`src/ssp_defines.vh`:
```
/*
  constants for the sensor serial slave port: first-byte layout, wire-select bit,
  timing figures and derived clock counts. assumes a 100 MHz system clock.
*/
`ifndef SSP_DEFINES_VH
`define SSP_DEFINES_VH

`define SSP_CLK_PERIOD_NS   10
`define SSP_RW_BIT          7
`define SSP_BURST_BIT       6
`define SSP_ADDR_MSB        5
`define SSP_ADDR_W          6
`define SSP_FMT_ADDR        6'h31
`define SSP_FMT_WIRE_BIT    6
`define SSP_FMT_RESET       8'h00
`define SSP_DIS_NS          10
`define SSP_DIS_CYC         ((`SSP_DIS_NS / `SSP_CLK_PERIOD_NS) < 1 ? 1 : (`SSP_DIS_NS / `SSP_CLK_PERIOD_NS))
`define SSP_SCLK_MAX_KHZ    5000

`endif

```
`src/ssp_slave.v`:
```
/*
  spi target side of a motion sensor serial port: mode 3, 3- or 4-wire,
  first byte rw/burst/address, auto-increment bursts, register access port.
  assumes link pins are asynchronous and sampled by clk (100 MHz), and that
  the register file outside answers regRdData combinationally from regAddr.
*/
`timescale 1ns/100ps
`include "ssp_defines.vh"

// Notes on behaviour
// - only ever a target; no transfer is started from this side.
// - chip-select high means two-wire mode; low means spi transaction.
// - format bit 6 at 0x31 clear gives 4-wire, set gives 3-wire.
// - clock polarity one, phase one; master stays at or below 5 MHz.
// - outputs change on falling edge, inputs sampled on rising edge.
// - in burst, pointer advances by one every further eight clocks.
// - serial output released within 10 ns after chip-select rises.
// - with chip-select high, two-wire style traffic goes to two-wire logic.
module ssp_slave (
  // clock and reset
  input  wire       clk,
  input  wire       rst,
  input  wire       clkEn,
  // spi pins
  input  wire       csN,
  input  wire       sclk,
  input  wire       sdi,
  output reg        sdo,
  output wire       sdoOe,
  input  wire       sdioIn,
  output reg        sdioOut,
  output wire       sdioOe,
  // mode
  output wire       twoWireMode,
  output wire       threeWire,
  // register access
  output reg  [5:0] regAddr,
  output reg  [7:0] regWrData,
  output reg        regWrEn,
  output reg        regRdEn,
  input  wire [7:0] regRdData
);
  localparam [3:0] ST_IDLE = 4'b0001;
  localparam [3:0] ST_CMD  = 4'b0010;
  localparam [3:0] ST_WR   = 4'b0100;
  localparam [3:0] ST_RD   = 4'b1000;

  wire [3:0] pinSync;
  wire       csS;
  wire       sclkS;
  wire       sdiS;
  wire       sdioS;

  reg  [3:0] state_q;
  reg        sclkPrev_q;
  reg  [2:0] bitCnt_q;
  reg  [7:0] shift_q;
  reg  [7:0] tx_q;
  reg        burst_increment_flag_q;
  reg        firstData_q;
  reg  [7:0] fmt_q;
  reg        drive_q;

  ssp_sync #(
    .WIDTH  (4),
    .RSTVAL (4'b1111)
  ) u_sync (
    .clk   (clk),
    .rst   (rst),
    .clkEn (clkEn),
    .din   ({sdioIn, sdi, sclk, csN}),
    .dout  (pinSync)
  );

  assign csS   = pinSync[0];
  assign sclkS = pinSync[1];
  assign sdiS  = pinSync[2];
  assign sdioS = pinSync[3];

  wire rise   = sclkS & ~sclkPrev_q;
  wire fall   = ~sclkS & sclkPrev_q;
  wire inBit  = threeWire ? sdioS : sdiS;

  assign twoWireMode = csS;
  assign threeWire   = fmt_q[`SSP_FMT_WIRE_BIT];

  // raw pin gating so release follows chip-select without sync delay
  assign sdoOe  = drive_q & ~threeWire & ~csN;
  assign sdioOe = drive_q & threeWire & ~csN;

  always @(posedge clk or posedge rst) begin
    if (rst) begin
      state_q                <= ST_IDLE;
      sclkPrev_q             <= 1'b1;
      bitCnt_q               <= 3'h0;
      shift_q                <= 8'h00;
      tx_q                   <= 8'h00;
      burst_increment_flag_q <= 1'b0;
      firstData_q            <= 1'b0;
      fmt_q                  <= `SSP_FMT_RESET;
      drive_q                <= 1'b0;
      regAddr                <= 6'h00;
      regWrData              <= 8'h00;
      regWrEn                <= 1'b0;
      regRdEn                <= 1'b0;
      sdo                    <= 1'b0;
      sdioOut                <= 1'b0;
    end else if (clkEn) begin
      sclkPrev_q <= sclkS;
      regWrEn    <= 1'b0;
      regRdEn    <= 1'b0;
      if (csS) begin
        // deselect ends any transfer; two-wire logic owns the lines
        state_q <= ST_IDLE;
        drive_q <= 1'b0;
      end else begin
        case (state_q)
          ST_IDLE: begin
            bitCnt_q <= 3'h0;
            state_q  <= ST_CMD;
          end
          ST_CMD: begin
            if (rise) begin
              shift_q  <= {shift_q[6:0], inBit};
              bitCnt_q <= bitCnt_q + 3'h1;
              if (bitCnt_q == 3'h7) begin
                burst_increment_flag_q <= shift_q[`SSP_BURST_BIT - 1];
                regAddr     <= {shift_q[4:0], inBit};
                firstData_q <= 1'b1;
                if (shift_q[`SSP_RW_BIT - 1]) begin
                  state_q <= ST_RD;
                  regRdEn <= 1'b1;
                  tx_q    <= 8'h00;
                end else begin
                  state_q <= ST_WR;
                end
              end
            end
          end
          ST_WR: begin
            if (rise) begin
              shift_q  <= {shift_q[6:0], inBit};
              bitCnt_q <= bitCnt_q + 3'h1;
              if (bitCnt_q == 3'h0 && !firstData_q && burst_increment_flag_q) begin
                regAddr <= regAddr + 6'h01;
              end
              if (bitCnt_q == 3'h7) begin
                firstData_q <= 1'b0;
                regWrData   <= {shift_q[6:0], inBit};
                if (firstData_q || burst_increment_flag_q) begin
                  regWrEn <= 1'b1;
                end
                if (regAddr == `SSP_FMT_ADDR && (firstData_q || burst_increment_flag_q)) begin
                  fmt_q <= {shift_q[6:0], inBit};
                end
              end
            end
          end
          ST_RD: begin
            if (regRdEn) begin
              tx_q <= (regAddr == `SSP_FMT_ADDR) ? fmt_q : regRdData;
            end
            if (fall) begin
              drive_q <= 1'b1;
              sdo     <= tx_q[7];
              sdioOut <= tx_q[7];
              tx_q    <= {tx_q[6:0], 1'b0};
            end
            if (rise) begin
              bitCnt_q <= bitCnt_q + 3'h1;
              if (bitCnt_q == 3'h7 && burst_increment_flag_q) begin
                regAddr <= regAddr + 6'h01;
                regRdEn <= 1'b1;
              end
            end
          end
          default: state_q <= ST_IDLE;
        endcase
      end
    end
  end
endmodule

```
`src/ssp_sync.v`:
```
/*
  two-flop synchroniser for a bundle of pin inputs.
  assumes inputs are asynchronous to clk; set value is the idle level.
*/
`timescale 1ns/100ps
module ssp_sync #(
  parameter       WIDTH   = 3,
  parameter [WIDTH-1:0] RSTVAL = {WIDTH{1'b1}}
) (
  // clock and reset
  input  wire             clk,
  input  wire             rst,
  input  wire             clkEn,
  // data
  input  wire [WIDTH-1:0] din,
  output wire [WIDTH-1:0] dout
);
  reg [WIDTH-1:0] stage1Q;
  reg [WIDTH-1:0] stage2Q;

  genvar i;
  generate
    for (i = 0; i < WIDTH; i = i + 1) begin : g_bit
      always @(posedge clk or posedge rst) begin
        if (rst) begin
          stage1Q[i] <= RSTVAL[i];
          stage2Q[i] <= RSTVAL[i];
        end else if (clkEn) begin
          stage1Q[i] <= din[i];
          stage2Q[i] <= stage1Q[i];
        end
      end
    end
  endgenerate

  assign dout = stage2Q;
endmodule

```
`config.mk`:
```
export PLATFORM = sky130hd
export DESIGN_NAME = ssp_slave
export DESIGN_NICKNAME = d
export VERILOG_FILES = /design/src/ssp_slave.v /design/src/ssp_sync.v
export VERILOG_INCLUDE_DIRS = /design/src
export SDC_FILE = /design/constraint.sdc
export NUM_CORES = 1
export LEC_CHECK = 0
export BUFFER_PORTS_ARGS = -buffer_cell sky130_fd_sc_hd__buf_2
export CAP_MARGIN = 20
export CORE_MARGIN = 2
export CORE_UTILIZATION = 40
export CTS_CLUSTER_DIAMETER = 40
export CTS_CLUSTER_SIZE = 12
export DETAILED_ROUTE_END_ITERATION = 10
export GPL_TIMING_DRIVEN = 0
export SLEW_MARGIN = 10
export SYNTH_ARGS = -nofsm -noshare
export SYNTH_HDL_FRONTEND = slang
export SYNTH_SLANG_ARGS = --single-unit
export TNS_END_PERCENT = 50
```
`constraint.sdc`:
```
create_clock -name clk -period 2.51 [get_ports clk]
set_clock_uncertainty 0.15 [all_clocks]
set_input_delay 0.251 -clock clk [delete_from_list [all_inputs] [get_ports clk]]
set_output_delay 0.251 -clock clk [all_outputs]
set_load 0.01 [all_outputs]
```
---- Word level (Yosys, flattened, before mapping) ----
Index checks and enable logic that the tools add are counted.
Widths: inputs -> output; s select.
storage, ports and cells
  flip-flop bits (word level) ............. 59
  bits in latches ......................... 0
  RAM bits ................................ 0
  ROM bits ................................ 0
  bits of input ports ..................... 15
  output and inout bits ................... 22
  memories kept ........................... 0
cells by class
  add/sub/neg operators ................... 2
  $mul .................................... 0
  div/mod/pow operators ................... 0
  magnitude comparators ................... 0
  equal/unequal tests ..................... 19
  shift-type cells ........................ 0
  multiplexer cells ....................... 42
  bitwise logic cells ..................... 11
  reductions and logical operators ........ 27
operators by type and width
  operator             number
  $mux 8               6
  $mux 6               6
  $mux 1               19
  $pmux 6 s3           1
  $mux 4               4
  $ne 2x2->1 const B   8
  $pmux 8 s2           1
  $reduce_and 4->1     4
  $reduce_and 7->1     2
  $pmux 4 s3           1
  $reduce_and 5->1     2
  $reduce_bool 2->1    5
  $reduce_and 9->1     1
  $add 6x1->6 const B  1
  $and 1x1->1          6
  $eq 6x6->1 const B   1
  $ne 3x2->1 const B   2
  $pmux 3 s2           1
  $reduce_and 6->1     1
  $not 1->1            5
  $eq 4x1->1 const B   1
  $eq 4x2->1 const B   1
  $eq 4x3->1 const B   1
  $eq 4x4->1 const B   1
  other kinds (14)     20

---- Longest topological paths before layout ----
  depth after elaboration ................. 6
  mapped depth ............................ 7
  depth with buffers taken out ............ 7

---- Modules after synthesis ----
From an unflattened synthesis, not the netlist that was laid out.
second synthesis, totals
  cells, all modules ...................... 255
  area, all modules ....................... 2967.8 um2
modules (own cells, without submodules)
  module     instances  cells each  area each (um2)  sequential area each (um2)
  ssp_slave  1          237         2622.5           1278.7
  ssp_sync   1          18          345.3            210.2

---- Worst setup path before layout ----
No wires, ideal clock.
  path type ............................... flip-flop to flip-flop
  start ................................... reg bitCnt_q[0]
  end ..................................... reg regAddr[1]
  library setup time ...................... 0.125 ns
  data arrival time ....................... 1.851 ns
  path slack .............................. 0.384 ns
  stages on the path, launching flop included .. 7
  buffers on the path ..................... 0
  cell sequence ........................... dfrtp_1 ha_1 ha_1 and3b_1 a31oi_1 nor2_2 mux2_4
on the way
  word-level cells in the longest chain between the ends .. 5
  elaborated cells between the ends (all ways) .. 9
  those cells by class .................... eq/ne: 4; reduce/logical: 5
ends and longest elaborated chain
  element                                line             RTL
  start, declared                        ssp_slave.v:56   reg [2:0] bitCnt_q;
  start signal, assigned                 ssp_slave.v:125  bitCnt_q <= bitCnt_q + 3'h1;
  start signal, assigned                 ssp_slave.v:143  bitCnt_q <= bitCnt_q + 3'h1;
  start signal, assigned                 ssp_slave.v:170  bitCnt_q <= bitCnt_q + 3'h1;
  $logic_not 3->1                        ssp_slave.v:144  if (bitCnt_q == 3'h0 && !firstData_q && burst_increment_flag_q) begin
  $logic_and 1x1->1 (2 in a row)         ssp_slave.v:144
  $ne 2x2->1 (no source line)            --
  $reduce_and 9->1 (no source line) (*)  --
  end signal, assigned                   ssp_slave.v:128  regAddr <= {shift_q[4:0], inBit};
  end signal, assigned                   ssp_slave.v:145  regAddr <= regAddr + 6'h01;
  end signal, assigned                   ssp_slave.v:172  regAddr <= regAddr + 6'h01;
  end, declared                          ssp_slave.v:37   output reg [5:0] regAddr,
Mark *: on every way between the ends. The rest lies on a longest branch, timed or not.
A chain may end at the register's enable or synchronous reset.

---- Final worst setup path ----
Same ends and word-level chain as after synthesis.

==> qor.yml <==
critical_path:
  critical_path_peak_fanout: 7
  cp_data_required_time_ns: 2.59
  cpMostUsedCell: "sky130_fd_sc_hd__ha_1"
  critical_path.cell_chain: "ha_1, ha_1, and3b_1, a31oi_2, nor2_2, mux2_4"
  setup.worst_path.start_class: "flip-flop"
  worst_endpoint_data_arrival_time_ns: 2.37
  cp_max_delay_cell: "sky130_fd_sc_hd__dfrtp_1"
  largest_stage_delay_on_the_critical_path_ns: 0.41
  criticalPathCategory: "reg2reg"
  endpoint_class_of_the_critical_path: "flip-flop"
layout:
  layout.core_utilization: 0.4895
  final_layout_size_suffix_gt1_frac: 0.3590
  antennaDiodeCount: 0
  fin_nets: 327
  synthToLayoutAreaGrowth_pct: 19.98
global_route:
  gr-usage-all-layers: 0.1714
  grt_start_max_net_pins: 35
  met3_usage: 0.05633
  grt-busiest-layer: "met2"
  antenna_found_initial: 0
  global_route.overflow_total: 0
  grt_pass1_vias: 1983
  grt_first_pass_wirelength_um: 10090
  gr-usage-met1: 0.2443
  grt_use_met2: 0.2465
floorplanning:
  die_width_um: 89.32
  floorplan.die_area_um2: 7977
  floorplan.die.height_um: 89.32
  core.rowCount: 31
  start_util: 0.4080
  core_um2: 7137
  design.portCount: 37
synth:
  postSynth.topFlopCell: "sky130_fd_sc_hd__dfrtp_1"
  ys_top_cells_by_count: "sky130_fd_sc_hd__dfrtp_1 (49), sky130_fd_sc_hd__mux2_2 (31), sky130_fd_sc_hd__nor2_1 (18)"
  ys_top_cells_by_area: "sky130_fd_sc_hd__dfrtp_1 (42%), sky130_fd_sc_hd__mux2_2 (12%), sky130_fd_sc_hd__dfstp_2 (9.0%)"
  syn_nets: 275
  synth_most_common_cell: "sky130_fd_sc_hd__dfrtp_1"
  synth_seq_cells: 59
  number_of_enable_flip_flop_cells_after_synthesis: 0
  yosys.cell_types.count: 53
  asyncSetResetFlopFracSynth: 1.000
  yosysTopAreaCell: "sky130_fd_sc_hd__dfrtp_1"
  mappedNetlistArea_um2: 2912
  yosys_synthesis_warning_count: 0
  mean_area_per_synthesized_cell_um2: 11.42
  synth_top_cell_area_share: 0.4211
  synth.yosys.seq_area_share: 0.5114
  syn-instance-count: 255
clock_tree:
  cts.clk_slew.worst_paths_ns: 0.07
  numCtsBuffers: 9
  clk_latency_ns: 0.35
  cts.repair_timing.setup_buffer_count: 0
  tritoncts: "built"
  cts_root_buffer: "sky130_fd_sc_hd__clkbuf_8"
  cts.sink_count: 59
  longest_clk_path_bufs: 2
  htree_num_levels: 3
placed_design:
  dp_hpwl_um: 4341
  port_buffers: 35
  place.gp.congestion: 0.8720
power:
  share_clk_of_total_power: 0.351
  p_comb_frac: 0.178
  pwr-share-seq: 0.471
  p_switching_mw: 0.7601
  power.static_leakage_nw: 1.667
  power_internal_mw: 1.714
  powerDensity_nw_per_um2: 708.3
  switching_share: 0.3072
  max-vdd-ir-drop_v: 0.0003596
hold_path:
  worst_hold_path_type: "in2reg"
sta:
  finalCriticalPeriod_ns: 2.297
  fmax_mhz: 435.4
  period_share: 0.9150
  worst_pin_slew_ns: 0.6689
  final_max_slew_viol_count: 0
  finalHoldViolations: 0
  grt_setup_unrepaired: "no"
  relSlewSlack: 0.5529
  setup_viol: 0
  finalHoldWorstSlack_ns: 0.1132
route:
  drt.antenna.violating_nets: 0
  routed_wl_um: 6224
  via_density_per_instance: 5.178
  post_drt_wl_per_cell_um: 15.14
  detail_route.drc_violations: 0
  dr_total_vias: 2128
  first_drt_pass_iteration_count: 4
  detailedRoute.firstIterationViolations: 194
run_status:
  outcome: "completed"
run:
  drv.max_cap_violation_count: 0
## cell type report
type / instances / area, um2
Inverter: 9 / 33.78
Sequential cell: 59 / 1489
Timing Repair Buffer: 41 / 245.2
Clock buffer: 9 / 123.9
Buffer: 12 / 68.82
Tap cell: 99 / 123.9
Multi-Input combinational cell: 175 / 1333
Fill cell: 685 / 3643
Clock inverter: 7 / 76.32
## through the flow
step                instances  setup slack [ns]  total power, mW  instance area (um2)  setup TNS, ns
floorplan                 255            0.3837            1.465                 2912              0
finish                    411            0.2133            2.474                 3493              0
CTS                       411           0.04512            2.497                 3481              0
detailed placement        390           0.08748            1.610                 3231              0
global placement          389           -0.1141            1.599                 3211         -5.431
global route              411            0.1136            2.609                 3493              0
## critical path, delay by kind of cell (launching register included)
kind            cells  cell delay (ns)
simple gates        2             0.40
flops               1             0.41
fa+ha+maj           2             0.48
compound gates      1             0.41
mux                 1             0.32
## per-layer routing
layer	part of all wire	up-vias	wire length, um
met3	0.053	11	330
li1	-	1023	-
met2	0.44	66	2738
met1	0.49	1028	3052
met4	0.017	0	103
met5	0	-	0
## flip-flops by register name (all words and copies together), names as in the netlist
register                cells
fmt_q                       8
drive_q                     1
regWrData                   8
u_sync.stage1Q              4
sclkPrev_q                  1
regRdEn                     1
regWrEn                     1
burst_increment_flag_q      1
sdioOut                     1
tx_q                        8
u_sync.dout                 4
bitCnt_q                    3
regAddr                     6
firstData_q                 1
state_q                     4
shift_q                     7
## cell families (layout without fill, tap and decap cells)
group / Yosys count / in the layout / synth area share
XOR/XNOR: 2 / 2 / 0.006017
adder cells (fa/ha/maj): 5 / 5 / 0.02149
AND/OR/NAND/NOR: 71 / 71 / 0.1405
AO/OA/AOI/OAI: 55 / 55 / 0.1259
flip-flops: 59 / 59 / 0.5114
multiplexers: 42 / 42 / 0.1594
buffers and inverters: 21 / 78 / 0.03524
## cell usage in the layout (no fill, tap or decap), types with 3 or more instances in the layout
cell                            netlist  layout
sky130_fd_sc_hd__a21oi_1             11      11
sky130_fd_sc_hd__a22o_1               7       7
sky130_fd_sc_hd__a2bb2oi_1            3       3
sky130_fd_sc_hd__a31oi_1              4       3
sky130_fd_sc_hd__buf_2                4      39
sky130_fd_sc_hd__clkbuf_1             3       3
sky130_fd_sc_hd__clkbuf_8             0       9
sky130_fd_sc_hd__dfrtp_1             49      49
sky130_fd_sc_hd__dfstp_2             10      10
sky130_fd_sc_hd__dlygate4sd3_1        0       5
sky130_fd_sc_hd__ha_1                 5       5
sky130_fd_sc_hd__inv_1                9       8
sky130_fd_sc_hd__mux2_2              31      31
sky130_fd_sc_hd__mux2i_1             10      10
sky130_fd_sc_hd__nand2_1             16      16
sky130_fd_sc_hd__nand2b_1             4       4
sky130_fd_sc_hd__nand3_1              8       8
sky130_fd_sc_hd__nor2_1              18      18
sky130_fd_sc_hd__nor2b_1              3       3
sky130_fd_sc_hd__nor3_1               3       3
sky130_fd_sc_hd__o21ai_0             12      12
## power groups by stage
stage	registers [mW]	clock network, mW	logic [mW]
global placement	1.18	0	0.420
CTS	1.16	0.897	0.436
global route	1.18	0.929	0.498
finish	1.16	0.869	0.441
floorplan	1.17	0	0.295
detailed placement	1.18	0	0.429
## final timing paths
kind	start	slack (ns)	cells past startpoint	endpoint
worst max-delay path	bitCnt_q[0]$_DFFE_PP0P_	0.21	6	regAddr[1]$_DFFE_PP0P_
worst min-delay path	regRdData[0]	0.11	3	tx_q[0]$_DFFE_PP0P_
worst max register to register	bitCnt_q[0]$_DFFE_PP0P_	0.21	6	regAddr[1]$_DFFE_PP0P_
worst min register to register	tx_q[0]$_DFFE_PP0P_	0.34	2	tx_q[0]$_DFFE_PP0P_
max in group asynchronous	rst	1.22	4	sclkPrev_q$_DFFE_PP1P_
min in group asynchronous	rst	0.35	3	regWrData[7]$_DFFE_PP0P_
## what timing repair did
action | CTS | global route
endpoints found under the setup margin | 0 | 8
gates resized for setup | 0 | 2
endpoints found under the hold margin | 20 | 0
hold buffers | 5 | 0
No activity file was read; power rests on OpenSTA's default activity.
